**src/design/cdio_pkg.sv**
```systemverilog
// Constants shared by the digital I/O block: register map, field layout,
// reset values and decode figures.
// Assumes a 32-bit APB master and one clock, pclk.
package cdio_pkg;

  // ------------------------------------------------------------------
  // Geometry
  // ------------------------------------------------------------------
  localparam int NUM_UNITS = 2;
  localparam int PORTS_PER_UNIT = 3;
  localparam int NUM_PORTS = 6;
  localparam int PORT_W = 8;
  localparam int UNIT_W = 24;
  localparam int LINES = 48;

  // ------------------------------------------------------------------
  // Register byte offsets
  // ------------------------------------------------------------------
  localparam logic [7:0] OFS_UNIT_STRIDE = 8'h10;
  localparam logic [7:0] OFS_FIRST = 8'h00;
  localparam logic [7:0] OFS_SECOND = 8'h04;
  localparam logic [7:0] OFS_THIRD = 8'h08;
  localparam logic [7:0] OFS_CTRL = 8'h0C;
  localparam logic [7:0] OFS_IRQ_EN = 8'h20;
  localparam logic [7:0] OFS_IRQ_ST = 8'h24;
  localparam logic [7:0] OFS_BUF = 8'h28;
  localparam logic [7:0] OFS_IRQ_LVL = 8'h2C;
  localparam logic [7:0] OFS_BASE = 8'h30;

  // ------------------------------------------------------------------
  // Fields: direction control (1 = input)
  // ------------------------------------------------------------------
  localparam int CTRL_W = 4;
  localparam int CTRL_FIRST_IN = 0;
  localparam int CTRL_SECOND_IN = 1;
  localparam int CTRL_THIRD_LO_IN = 2;
  localparam int CTRL_THIRD_HI_IN = 3;
  localparam logic [3:0] CTRL_RST = 4'hF;

  // Buffer register: bit 0 program-control flag, bits 1..2 unit enables.
  localparam int BUF_PROG = 0;
  localparam int BUF_EN0 = 1;
  localparam logic [2:0] BUF_RST = 3'h0;

  localparam logic [5:0] IRQ_EN_RST = 6'h00;
  localparam logic [3:0] IRQ_LVL_RST = 4'h3;
  localparam logic [7:0] LATCH_RST = 8'h00;

  // ------------------------------------------------------------------
  // Host I/O window decode
  // ------------------------------------------------------------------
  localparam int WIN_LSB = 5;
  localparam logic [1:0] BASE_LOW_FORBID = 2'h0;
  localparam logic [15:0] IRQ_LEGAL = 16'hDEF8;

endpackage

```
**src/design/cdio_top.sv**
```systemverilog
// Top of the digital I/O block: APB register slave, two parallel
// interface units, change-of-state interrupt, host window decode and
// interrupt level routing.
// Assumes a 32-bit APB master on pclk and line inputs synchronous to it.
//
// Design decisions made here: the placing of the registers and register access over APB.

// What this block does
// - Input changes set a latched interrupt request.
// - Six enable bits gate each port's detection.
// - Request holds until software write clears it.
// - Two units, three byte ports each.
// - Each port input or latched output.
// - Third port splits into nibble halves.
// - Buffer direction follows unit direction control.
// - Flag set lets software switch buffers.
// - Decode 32-byte window, base 100 to 3E0.
// - Interrupt routed to one legal host level.
// - Five negative-true jumpers give address bits 5-9.
module cdio_top (
  input wire logic pclk,                    // Clock, 50 MHz.
  input wire logic presetn,                 // Asynchronous reset, active low.
  input wire logic psel,                    // APB select.
  input wire logic penable,                 // APB enable.
  input wire logic pwrite,                  // APB direction.
  input wire logic [7:0] paddr,             // APB byte address.
  input wire logic [31:0] pwdata,           // APB write data.
  output logic [31:0] prdata,               // APB read data.
  output logic pready,                      // APB ready.
  output logic pslverr,                     // APB error, unmapped address.
  input wire logic [47:0] io_in,            // Line levels.
  output logic [47:0] io_out,               // Line drive values.
  output logic [47:0] io_oe_n,              // Line driver enable, low drives.
  input wire logic [4:0] addr_jumper_on,    // Address jumpers A5..A9, 1 installed.
  input wire logic [9:0] host_io_addr,      // Host I/O address.
  output logic host_win_hit,                // Host address falls in window.
  output logic irq,                         // Interrupt, high while pending.
  output logic [15:0] host_irq_lines        // Routed interrupt request levels.
);

  // ----------------------------------------------------------------
  // Register state
  // ----------------------------------------------------------------
  logic pready_r;
  logic pslverr_r;
  logic [31:0] prdata_r;
  logic [5:0] irq_en_r;
  logic [5:0] irq_st_r;
  logic [5:0] irq_st_nxt;
  logic [2:0] buf_r;
  logic [3:0] irq_lvl_r;
  logic [4:0] base_r;
  logic base_cap_r;
  logic irq_r;
  logic [15:0] irq_lines_r;
  logic win_hit_r;

  // ----------------------------------------------------------------
  // Bus decode
  // ----------------------------------------------------------------
  wire setup_ph = psel && !penable && !pready_r;
  wire wr_acc = psel && penable && pready_r && pwrite;
  wire [7:0] ofs_in_unit = paddr & 8'h0F;
  wire unit_sel1 = (paddr & 8'hF0) == cdio_pkg::OFS_UNIT_STRIDE;
  wire unit_hit = (paddr & 8'hE0) == 8'h00;
  wire hit_en = paddr == cdio_pkg::OFS_IRQ_EN;
  wire hit_st = paddr == cdio_pkg::OFS_IRQ_ST;
  wire hit_buf = paddr == cdio_pkg::OFS_BUF;
  wire hit_lvl = paddr == cdio_pkg::OFS_IRQ_LVL;
  wire hit_base = paddr == cdio_pkg::OFS_BASE;
  wire addr_ok = ((unit_hit && paddr[1:0] == 2'h0) || hit_en || hit_st || hit_buf || hit_lvl
                  || hit_base);
  wire [1:0] unit_reg = ofs_in_unit[3:2];

  // ----------------------------------------------------------------
  // Parallel interface units
  // ----------------------------------------------------------------
  logic [23:0] port_rd [2];
  logic [3:0] ctrl_rd [2];
  logic [5:0] chg;
  logic [1:0] buf_on;

  genvar u;
  generate
    for (u = 0; u < cdio_pkg::NUM_UNITS; u++) begin : g_unit
      wire unit_wr = wr_acc && unit_hit && paddr[1:0] == 2'h0 && (unit_sel1 == (u == 1));
      // Buffers stay on unless the program-control flag hands them to software.
      assign buf_on[u] = !buf_r[cdio_pkg::BUF_PROG] || buf_r[cdio_pkg::BUF_EN0 + u];
      cdio_unit u_unit (
        .clk(pclk),
        .rst_n(presetn),
        .wr_en(unit_wr),
        .wr_sel(unit_reg),
        .wdata(pwdata[7:0]),
        .buf_on(buf_on[u]),
        .pin_in(io_in[u*24 +: 24]),
        .pin_out(io_out[u*24 +: 24]),
        .pin_oe_n(io_oe_n[u*24 +: 24]),
        .port_rd(port_rd[u]),
        .ctrl_rd(ctrl_rd[u]),
        .chg(chg[u*3 +: 3])
      );
    end
  endgenerate

  // ----------------------------------------------------------------
  // Read mux
  // ----------------------------------------------------------------
  wire [23:0] sel_port = unit_sel1 ? port_rd[1] : port_rd[0];
  wire [3:0] sel_ctrl = unit_sel1 ? ctrl_rd[1] : ctrl_rd[0];
  logic [31:0] rd_mux;

  always_comb begin
    rd_mux = 32'h0000_0000;
    if (unit_hit) begin
      case (unit_reg)
        2'h0: rd_mux = {24'h00_0000, sel_port[7:0]};
        2'h1: rd_mux = {24'h00_0000, sel_port[15:8]};
        2'h2: rd_mux = {24'h00_0000, sel_port[23:16]};
        default: rd_mux = {28'h000_0000, sel_ctrl};
      endcase
    end else if (hit_en) begin
      rd_mux = {26'h000_0000, irq_en_r};
    end else if (hit_st) begin
      rd_mux = {26'h000_0000, irq_st_r};
    end else if (hit_buf) begin
      rd_mux = {29'h000_0000, buf_r};
    end else if (hit_lvl) begin
      rd_mux = {28'h000_0000, irq_lvl_r};
    end else if (hit_base) begin
      rd_mux = {27'h000_0000, base_r};
    end
  end

  // ----------------------------------------------------------------
  // APB response: no wait state, answer in the first access cycle
  // ----------------------------------------------------------------
  always_ff @(posedge pclk or negedge presetn) begin
    if (!presetn) begin
      pready_r <= 1'b0;
      pslverr_r <= 1'b0;
      prdata_r <= 32'h0000_0000;
    end else begin
      pready_r <= setup_ph;
      pslverr_r <= setup_ph && !addr_ok;
      prdata_r <= (setup_ph && !pwrite && addr_ok) ? rd_mux : 32'h0000_0000;
    end
  end

  assign prdata = prdata_r;
  assign pready = pready_r;
  assign pslverr = pslverr_r;

  // ----------------------------------------------------------------
  // Software control registers
  // ----------------------------------------------------------------
  wire [3:0] lvl_wr = pwdata[3:0];

  always_ff @(posedge pclk or negedge presetn) begin
    if (!presetn) begin
      irq_en_r <= cdio_pkg::IRQ_EN_RST;
      buf_r <= cdio_pkg::BUF_RST;
      irq_lvl_r <= cdio_pkg::IRQ_LVL_RST;
    end else begin
      if (wr_acc && hit_en) begin
        irq_en_r <= pwdata[5:0];
      end
      if (wr_acc && hit_buf) begin
        buf_r <= pwdata[2:0];
      end
      // Only a legal host level is accepted, so exactly one stays selected.
      if (wr_acc && hit_lvl && cdio_pkg::IRQ_LEGAL[lvl_wr]) begin
        irq_lvl_r <= lvl_wr;
      end
    end
  end

  // ----------------------------------------------------------------
  // Change-of-state latch
  // ----------------------------------------------------------------
  wire [5:0] st_set = chg & irq_en_r;
  wire [5:0] st_clr = (wr_acc && hit_st) ? pwdata[5:0] : 6'h00;

  // A new change in the cycle of a clear keeps the bit set.
  assign irq_st_nxt = (irq_st_r & ~st_clr) | st_set;

  always_ff @(posedge pclk or negedge presetn) begin
    if (!presetn) begin
      irq_st_r <= 6'h00;
      irq_r <= 1'b0;
      irq_lines_r <= 16'h0000;
    end else begin
      irq_st_r <= irq_st_nxt;
      irq_r <= |irq_st_nxt;
      irq_lines_r <= (|irq_st_nxt) ? (16'h0001 << irq_lvl_r) : 16'h0000;
    end
  end

  assign irq = irq_r;
  assign host_irq_lines = irq_lines_r;

  // ----------------------------------------------------------------
  // Base address jumpers and host window decode
  // ----------------------------------------------------------------
  // The jumpers are sampled once, in the first cycle after reset release.
  always_ff @(posedge pclk or negedge presetn) begin
    if (!presetn) begin
      base_r <= 5'h1F;
      base_cap_r <= 1'b0;
      win_hit_r <= 1'b0;
    end else begin
      if (!base_cap_r) begin
        base_r <= ~addr_jumper_on;
        base_cap_r <= 1'b1;
      end
      // Bases below 100 hex are outside the selectable range and never decode.
      win_hit_r <= base_cap_r && base_r[4:3] != cdio_pkg::BASE_LOW_FORBID
                   && host_io_addr[9:cdio_pkg::WIN_LSB] == base_r;
    end
  end

  assign host_win_hit = win_hit_r;

endmodule // cdio_top

```
**src/design/cdio_unit.sv**
```systemverilog
// One parallel interface unit: three byte ports, direction control,
// output latches, buffer enables and per-port change detection.
// Assumes pin inputs synchronous to clk; writes come as one-cycle strobes.
module cdio_unit (
  input wire logic clk,                     // Clock.
  input wire logic rst_n,                   // Asynchronous reset, active low.
  input wire logic wr_en,                   // Write strobe, one cycle.
  input wire logic [1:0] wr_sel,            // 0..2 port latch, 3 control.
  input wire logic [7:0] wdata,             // Write data.
  input wire logic buf_on,                  // Line buffers enabled.
  input wire logic [23:0] pin_in,           // Line levels.
  output logic [23:0] pin_out,              // Output latch values.
  output logic [23:0] pin_oe_n,             // Driver enable, low drives.
  output logic [23:0] port_rd,              // Port read values.
  output logic [3:0] ctrl_rd,               // Direction control.
  output logic [2:0] chg                    // Change seen per port.
);

  logic [3:0] ctrl_r;
  logic [23:0] latch_r;
  logic [23:0] prev_r;
  logic [23:0] oe_n_r;
  logic [23:0] in_mask;

  // --------------------------------------------------------------
  // Direction mask
  // --------------------------------------------------------------
  // The third port splits into two nibbles with their own direction.
  assign in_mask = {{4{ctrl_r[cdio_pkg::CTRL_THIRD_HI_IN]}},
                    {4{ctrl_r[cdio_pkg::CTRL_THIRD_LO_IN]}},
                    {8{ctrl_r[cdio_pkg::CTRL_SECOND_IN]}},
                    {8{ctrl_r[cdio_pkg::CTRL_FIRST_IN]}}};

  // Input bits show the line, output bits show the latch.
  assign port_rd = (pin_in & in_mask) | (latch_r & ~in_mask);
  assign ctrl_rd = ctrl_r;
  assign pin_out = latch_r;
  assign pin_oe_n = oe_n_r;

  genvar g;
  generate
    for (g = 0; g < 3; g++) begin : g_port
      // Only bits configured as inputs can report a change.
      assign chg[g] = |((pin_in[g*8 +: 8] ^ prev_r[g*8 +: 8]) & in_mask[g*8 +: 8]);
      always_ff @(posedge clk or negedge rst_n) begin
        if (!rst_n) begin
          latch_r[g*8 +: 8] <= cdio_pkg::LATCH_RST;
        end else if (wr_en && wr_sel == 2'(g)) begin
          latch_r[g*8 +: 8] <= wdata;
        end
      end
    end
  endgenerate

  // --------------------------------------------------------------
  // Control, sample history and buffer direction
  // --------------------------------------------------------------
  always_ff @(posedge clk or negedge rst_n) begin
    if (!rst_n) begin
      ctrl_r <= cdio_pkg::CTRL_RST;
      // History starts at the pulled-up idle level, so no false change follows reset.
      prev_r <= '1;
      oe_n_r <= '1;
    end else begin
      if (wr_en && wr_sel == 2'h3) begin
        ctrl_r <= wdata[3:0];
      end
      prev_r <= pin_in;
      oe_n_r <= in_mask | {24{~buf_on}};
    end
  end

endmodule // cdio_unit

```
**config.mk**
```make
export PLATFORM = sky130hd
export DESIGN_NAME = cdio_top
export DESIGN_NICKNAME = d
export VERILOG_FILES = /design/src/design/cdio_pkg.sv /design/src/design/cdio_top.sv /design/src/design/cdio_unit.sv
export SDC_FILE = /design/constraint.sdc
export NUM_CORES = 1
export LEC_CHECK = 0
export BUFFER_PORTS_ARGS = -buffer_cell sky130_fd_sc_hd__buf_4
export CORE_ASPECT_RATIO = 1.1
export CORE_MARGIN = 2
export CORE_UTILIZATION = 40
export CTS_BUF_LIST = sky130_fd_sc_hd__clkbuf_16
export DETAILED_ROUTE_END_ITERATION = 7
export HOLD_SLACK_MARGIN = 0.05
export PLACE_DENSITY_LB_ADDON = 0.08
export SKIP_CTS_REPAIR_TIMING = 1
export SYNTH_ARGS = -nofsm -noshare
export SYNTH_HDL_FRONTEND = slang
export SYNTH_SLANG_ARGS = --single-unit
```
**constraint.sdc**
```tcl
create_clock -name pclk -period 4.6 [get_ports pclk]
set_input_delay 0.46 -clock pclk [delete_from_list [all_inputs] [get_ports pclk]]
set_output_delay 0.46 -clock pclk [all_outputs]
set_load 0.02 [all_outputs]
```
==> results of run 1 <==
==> sequential cells by signal (all words and copies together) (netlist names) <==
signal / cells
buf_r: 3
irq_st_r: 6
pready: 1
irq: 1
base_r: 5
g_unit.u_unit.prev_r: 48
irq_en_r: 6
base_cap_r: 1
pslverr: 1
host_irq_lines: 16
g_unit.u_unit.ctrl_rd: 8
g_unit.u_unit.pin_oe_n: 8
g_unit.u_unit.pin_out: 48
prdata: 8
host_win_hit: 1
irq_lvl_r: 4
==> where the power goes <==
part           switching [mW]  total [mW]  internal (mW)
Combinational           0.160       0.259         0.0990
Sequential             0.0211        1.52           1.50
Clock                   0.625        1.44          0.814
Total                   0.806        3.22           2.42
==> kinds of logic after synthesis <==
group | Yosys count
simple gates | 114
flops | 165
compound gates | 95
mux | 127
xor+xnor | 52
fa+ha+maj | 1
buf+inv | 105
other cells | 2
==> cell type report <==
| class | count | area [µm²] |
|---|---|---|
| Tap cell | 252 | 315 |
| Multi-Input combinational cell | 414 | 3240 |
| Inverter | 10 | 37.5 |
| Clock inverter | 15 | 168 |
| Clock buffer | 17 | 425 |
| Timing Repair Buffer | 204 | 1540 |
| Fill cell | 1827 | 9790 |
| Sequential cell | 165 | 4220 |
==> routing by layer <==
layer / global-route usage [%] / share of wire [%] / up-vias
met5: 0 / 0 / -
met4: 4.86 / 0.88 / 0
met3: 3.83 / 5.2 / 17
met2: 35.6 / 51 / 185
met1: 28.1 / 43 / 2861
li1: - / - / 2566
==> how the worst max path moves through the flow <==
stage               slack (ns)  cells past startpoint                            to
finish                    1.85                      6   host_irq_lines[9]$_DFF_PN0_
global route              1.69                      6   host_irq_lines[1]$_DFF_PN0_
CTS                       1.89                      6   host_irq_lines[9]$_DFF_PN0_
detailed placement        1.54                      7   host_irq_lines[9]$_DFF_PN0_
global placement          1.58                      7   host_irq_lines[6]$_DFF_PN0_
floorplan                 2.37                      9  host_irq_lines[10]$_DFF_PN0_
==> metrics by stage <==
step | setup slack, ns | total power, mW | std cells
floorplan | 2.37 | 1.68 | 684
global placement | 1.58 | 1.81 | 1045
detailed placement | 1.54 | 1.81 | 1045
CTS | 1.89 | 3.26 | 1077
global route | 1.69 | 3.35 | 1077
finish | 1.85 | 3.22 | 1077
==> cells in the mapped netlist (2+ instances only) <==
cell       instances
a211oi_1          26
nand2_1           29
a32o_1             4
nand2b_1          17
buf_1              6
a2111oi_0          7
o22ai_1            4
a32oi_1            2
nor3_1             4
clkbuf_1          23
conb_1             2
or3_1              4
xnor2_1            9
xor2_1            43
o41ai_1            2
mux2_2            61
a22oi_1            4
nor2_1            19
o21ai_0            9
mux2i_1           53
nand3_1            3
nand4_1            2
nor4_1             9
and4_1             2
dfrtp_1           94
mux2_1            12
buf_4             66
a21o_1             2
dfstp_2           71
inv_1              9
o32ai_1            3
a221oi_1           4
a21oi_1           20
nor4_2             2
nor2b_1           13
==> results.json, run 1 <==
{
  "cts.clk_slew.worst_paths_ns": 0.07,
  "final_common_cell": "buf_4",
  "status": "completed",
  "fin_util_pct": 50.4,
  "routedWlPerCell_um": 20.5,
  "fp.dieArea_um2": 21200,
  "finalSetupTns_ns": 0,
  "slowest_stage": "nor4_4",
  "crit_required_ns": 4.83,
  "vias": 5629,
  "slew_viol_final": 0,
  "syn_inst": 661,
  "synth_simple_gate_area_share_pct": 7.87,
  "path_cells": "and4_1 -> and4_1 -> a21oi_1 -> a311o_1 -> nor4_4 -> a2111oi_0",
  "syn_area_per_cell_um2": 12.1,
  "worst_pin_slew_ns": 0.978,
  "synth-main-ff-cell": "dfrtp_1",
  "synthArstFlopShare_pct": 100,
  "r2r-end": "host_irq_lines[9]$_DFF_PN0_",
  "nets": 920,
  "slew_headroom_pct": 34.6,
  "synthAdderAreaFrac_pct": 0.125,
  "die_h_um": 152,
  "startpoint_type": "flip-flop",
  "critPathArrivalTime_ns": 2.98,
  "fin_area_um2": 9940,
  "synthTopCellsByArea": "dfrtp_1, dfstp_2, mux2_2",
  "fp.dieW_um": 139,
  "design.core.area_um2": 19700,
  "area_delta_synth_final_pct": 24.0,
  "avgViaCountPerCell": 5.23,
  "finalCritPeriodShare_pct": 59.8,
  "synth_cell_types": 56,
  "drc": 0,
  "cts_tree": "yes",
  "clockBufferDepth": 2,
  "setup_violations": 0,
  "clock-sinks": 165,
  "holdWs_ns": 0.0945,
  "top_level_ports": 256,
  "antenna_found_initial": 0,
  "drive_above_1_share_pct": 45.3,
  "ant_nets": 0,
  "crit_type": "reg2reg",
  "final_cell_mix": "buf_4, dfrtp_1, dfstp_2",
  "critical_path.max_stage_delay_ns": 0.71,
  "synth_compound_area_share_pct": 8.40,
  "critical_path.most_common_cell": "and4_1",
  "r2r_start": "pready$_DFF_PN0_",
  "diodes": 0,
  "path_max_fanout": 17,
  "holdCritPathClass": "in2async",
  "grt_pass1_wl_um": 34100,
  "synth_edf_count": 0,
  "ys_seq_area_share_pct": 52.6,
  "rsz0062_at_grt": "no",
  "vdd_drop_max_v": 0.000255,
  "dr.pass1.iters": 5,
  "grt_overflow": 0,
  "grt_pass1_vias": 5695,
  "dp_hpwl_um": 16300,
  "fmax_ghz": 0.363,
  "synth_xor_area_share_pct": 5.68,
  "drt-total-wl_um": 22100,
  "synth_top_family_by_area": "multiplexers",
  "power_per_cell_area_nw_per_um2": 324,
  "initial_core_util_pct": 40.6,
  "final_hold_viol_count": 0,
  "p_leak_nw": 4.63,
  "cts_buffers": 17,
  "clockRootBuffer": "clkbuf_16",
  "htreeDepth": 4,
  "portBuffers": 202,
  "grt_max_degree": 88,
  "clk_latency_ns": 0.43,
  "critPathLaunch": "pready$_DFF_PN0_",
  "r2r_slack_ns": 1.85,
  "finClkSkew_ns": 0.0124,
  "crit_family": "simple AND/OR/NAND/NOR gates",
  "reg2reg_depth": 6,
  "syn_area_um2": 8010,
  "grt_util_all_layers_pct": 21.0,
  "crit_buf_inv": 0,
  "drv_cap": 0,
  "final.min_clock_period_ns": 2.75,
  "synth_area_leader_cell": "dfrtp_1",
  "endpoint_kind": "flip-flop",
  "post_dp_cell_area_um2": 9340,
  "yosysWarningCount": 0,
  "synth_mux_area_share_pct": 17.2,
  "rows": 54,
  "gp_congestion": 0.911,
  "drtIter0Drc": 438,
  "netlist.area_leader.share_pct": 29.4,
  "ys_ff_latch": 165
}
Note: power is estimated with default switching activity, not from simulation.
==> run 2, diff against run 1 <==
--- a/config.mk
+++ b/config.mk
@@ -5,6 +5,7 @@
 export SDC_FILE = /design/constraint.sdc
 export NUM_CORES = 1
 export LEC_CHECK = 0
+export ABC_AREA = 1
 export BUFFER_PORTS_ARGS = -buffer_cell sky130_fd_sc_hd__buf_4
 export CORE_ASPECT_RATIO = 1.1
 export CORE_MARGIN = 2
==> constraint.sdc (replaced) <==
create_clock -name pclk -period 2.28 [get_ports pclk]
set_input_delay 0.228 -clock pclk [delete_from_list [all_inputs] [get_ports pclk]]
set_output_delay 0.228 -clock pclk [all_outputs]
set_load 0.02 [all_outputs]
==> run 2 against run 1 <==
Effect of this change: register-to-register slack worse by 1.5 ns; hold slack worse by 0.021 ns; final area rose by 11%.
==> results.json, run 2 <==
{
  "finClkSkew_ns": 0.00850,
  "critPathArrivalTime_ns": 2.35,
  "rsz0062_at_grt": "no",
  "design.core.area_um2": 20600,
  "endpoint_kind": "flip-flop",
  "gp_congestion": 0.890,
  "synthAdderAreaFrac_pct": 0,
  "portBuffers": 202,
  "rows": 55,
  "holdCritPathClass": "in2reg",
  "grt_max_degree": 61,
  "synth_cell_types": 36,
  "cts.clk_slew.worst_paths_ns": 0.07,
  "worstHoldStart": "penable",
  "dr.pass1.iters": 5,
  "path_max_fanout": 17,
  "clock-sinks": 165,
  "synth_edf_count": 0,
  "grt_pass1_vias": 6709,
  "power_per_cell_area_nw_per_um2": 616,
  "drc": 0,
  "startpoint_type": "input pin",
  "top_level_ports": 256,
  "netlist.area_leader.share_pct": 28.1,
  "yosysWarningCount": 0,
  "routedWlPerCell_um": 16.1,
  "slowest_stage": "dlygate4sd3_1",
  "min_to": "pready$_DFF_PN0_",
  "path_cells": "dlygate4sd3_1 -> buf_4 -> nand2_1 -> nor2_2 -> nand3_2 -> nor2_1 -> nor2_1 -> a21oi_1 -> nand2_1 -> nor2_4 -> nor2_1",
  "drive_above_1_share_pct": 26.2,
  "final_hold_viol_count": 0,
  "crit_type": "in2reg",
  "initial_core_util_pct": 40.6,
  "syn_inst": 1077,
  "setup_violations": 0,
  "ant_nets": 0,
  "synth_mux_area_share_pct": 0,
  "final_cell_mix": "nand2_1, buf_4, inv_1",
  "slew_headroom_pct": 49.8,
  "clockRootBuffer": "clkbuf_16",
  "ys_ff_latch": 165,
  "diodes": 0,
  "r2r_start": "pready$_DFF_PN0_",
  "syn_area_per_cell_um2": 7.76,
  "synthArstFlopShare_pct": 100,
  "fin_cells": 1573,
  "die_h_um": 156,
  "drtIter0Drc": 513,
  "synth-main-ff-cell": "dfrtp_1",
  "final.min_clock_period_ns": 2.04,
  "nets": 1412,
  "grt_util_all_layers_pct": 22.9,
  "slew_viol_final": 0,
  "critical_path.max_stage_delay_ns": 0.52,
  "finalCritPeriodShare_pct": 89.6,
  "avgViaCountPerCell": 4.73,
  "worst_slack_ns": 0.237,
  "grt_pass1_wl_um": 37900,
  "synthTopCellsByArea": "dfrtp_1, dfstp_2, nand2_1",
  "p_leak_nw": 5.71,
  "crit_required_ns": 2.58,
  "synth_xor_area_share_pct": 0.419,
  "clockBufferDepth": 2,
  "vias": 7448,
  "cts_buffers": 17,
  "dp_hpwl_um": 19000,
  "synth_compound_area_share_pct": 11.2,
  "holdWs_ns": 0.0734,
  "placedCellCount": 1486,
  "critical_path.most_common_cell": "nor2_1",
  "synth_common_cells": "nand2_1, inv_1, o21ai_0",
  "ys_seq_area_share_pct": 50.4,
  "vdd_drop_max_v": 0.000528,
  "fmax_ghz": 0.489,
  "area_delta_synth_final_pct": 32.0,
  "clk_latency_ns": 0.43,
  "cts_tree": "yes",
  "synth_simple_gate_area_share_pct": 24.3,
  "dp_worst_setup_slack_ns": 0.284,
  "post-synth-top-count-cell": "nand2_1",
  "hold_path_depth": 4,
  "status": "completed",
  "finalSetupTns_ns": 0,
  "reg2reg_depth": 9,
  "r2r_slack_ns": 0.31,
  "synth_area_leader_cell": "dfrtp_1",
  "fp.dieArea_um2": 22100,
  "grt_overflow": 0,
  "drv_cap": 0,
  "final_common_cell": "nand2_1",
  "synth_top_family_by_area": "simple AND/OR/NAND/NOR gates",
  "r2r-end": "host_irq_lines[3]$_DFF_PN0_",
  "worst_pin_slew_ns": 0.742,
  "fp.dieW_um": 142,
  "htreeDepth": 4,
  "syn_area_um2": 8360,
  "antenna_found_initial": 0,
  "total_power_mw": 6.80,
  "drt-total-wl_um": 25300
}
## run 2: cell types whose count changed after synthesis, sizes merged, moves of 12 or more
cell	delta
nand2	+323
inv	+126
o21ai	+112
mux2	-73
nor2	+56
mux2i	-53
nand3	+41
xor2	-41
a211oi	-22
nand2b	-17
nor2b	-13
a21oi	+12
## run 2: per-stage QoR
step	area [µm²]	utilization, %
floorplan	8450	-
global placement	9860	47.9
detailed placement	9860	47.9
CTS	10500	51.0
global route	11000	53.6
finish	11000	53.6
## run 2: per-layer routing
layer / GRT usage (%) / wire length, µm
met1: 29.8 / 11100
met2: 38.3 / 12400
met3: 4.67 / 1300
met4: 7.19 / 474
met5: 0 / 0
## run 2: worst max path at each step
stage                          start                           to  depth (start not counted)  slack (ns)
finish                          psel  host_irq_lines[3]$_DFF_PN0_                         11        0.24
global route                    psel  host_irq_lines[4]$_DFF_PN0_                         11        0.03
CTS                 pready$_DFF_PN0_  host_irq_lines[3]$_DFF_PN0_                          9        0.27
floorplan           pready$_DFF_PN0_  host_irq_lines[6]$_DFF_PN0_                         10        0.52
detailed placement  pready$_DFF_PN0_  host_irq_lines[3]$_DFF_PN0_                          9        0.28
global placement    pready$_DFF_PN0_  host_irq_lines[1]$_DFF_PN0_                          9        0.33
## run 2: final cells by class
type | count | area (µm²)
well taps | 256 | 320
flip-flops and latches | 165 | 4220
repair buffers | 278 | 2250
inverters | 139 | 523
clock buffers | 17 | 425
multi-input cells | 703 | 3090
fillers | 1991 | 9540
clock inverters | 15 | 204
## run 2: power by group
group	switching, mW	internal (mW)
registers	0.0363	3.03
clock network	1.25	1.84
logic	0.379	0.266
## run 2: kinds of logic after synthesis
kind of cell / Yosys count
XOR/XNOR: 4
AND/OR/NAND/NOR: 498
AO/OA/AOI/OAI: 176
buffers and inverters: 232
flip-flops: 165
other: 2
## run 2: worst max-delay path, delay by kind of cell
family | cells | cell delay (ns)
buf+inv | 2 | 0.63
compound gates | 1 | 0.18
simple gates | 8 | 1.31
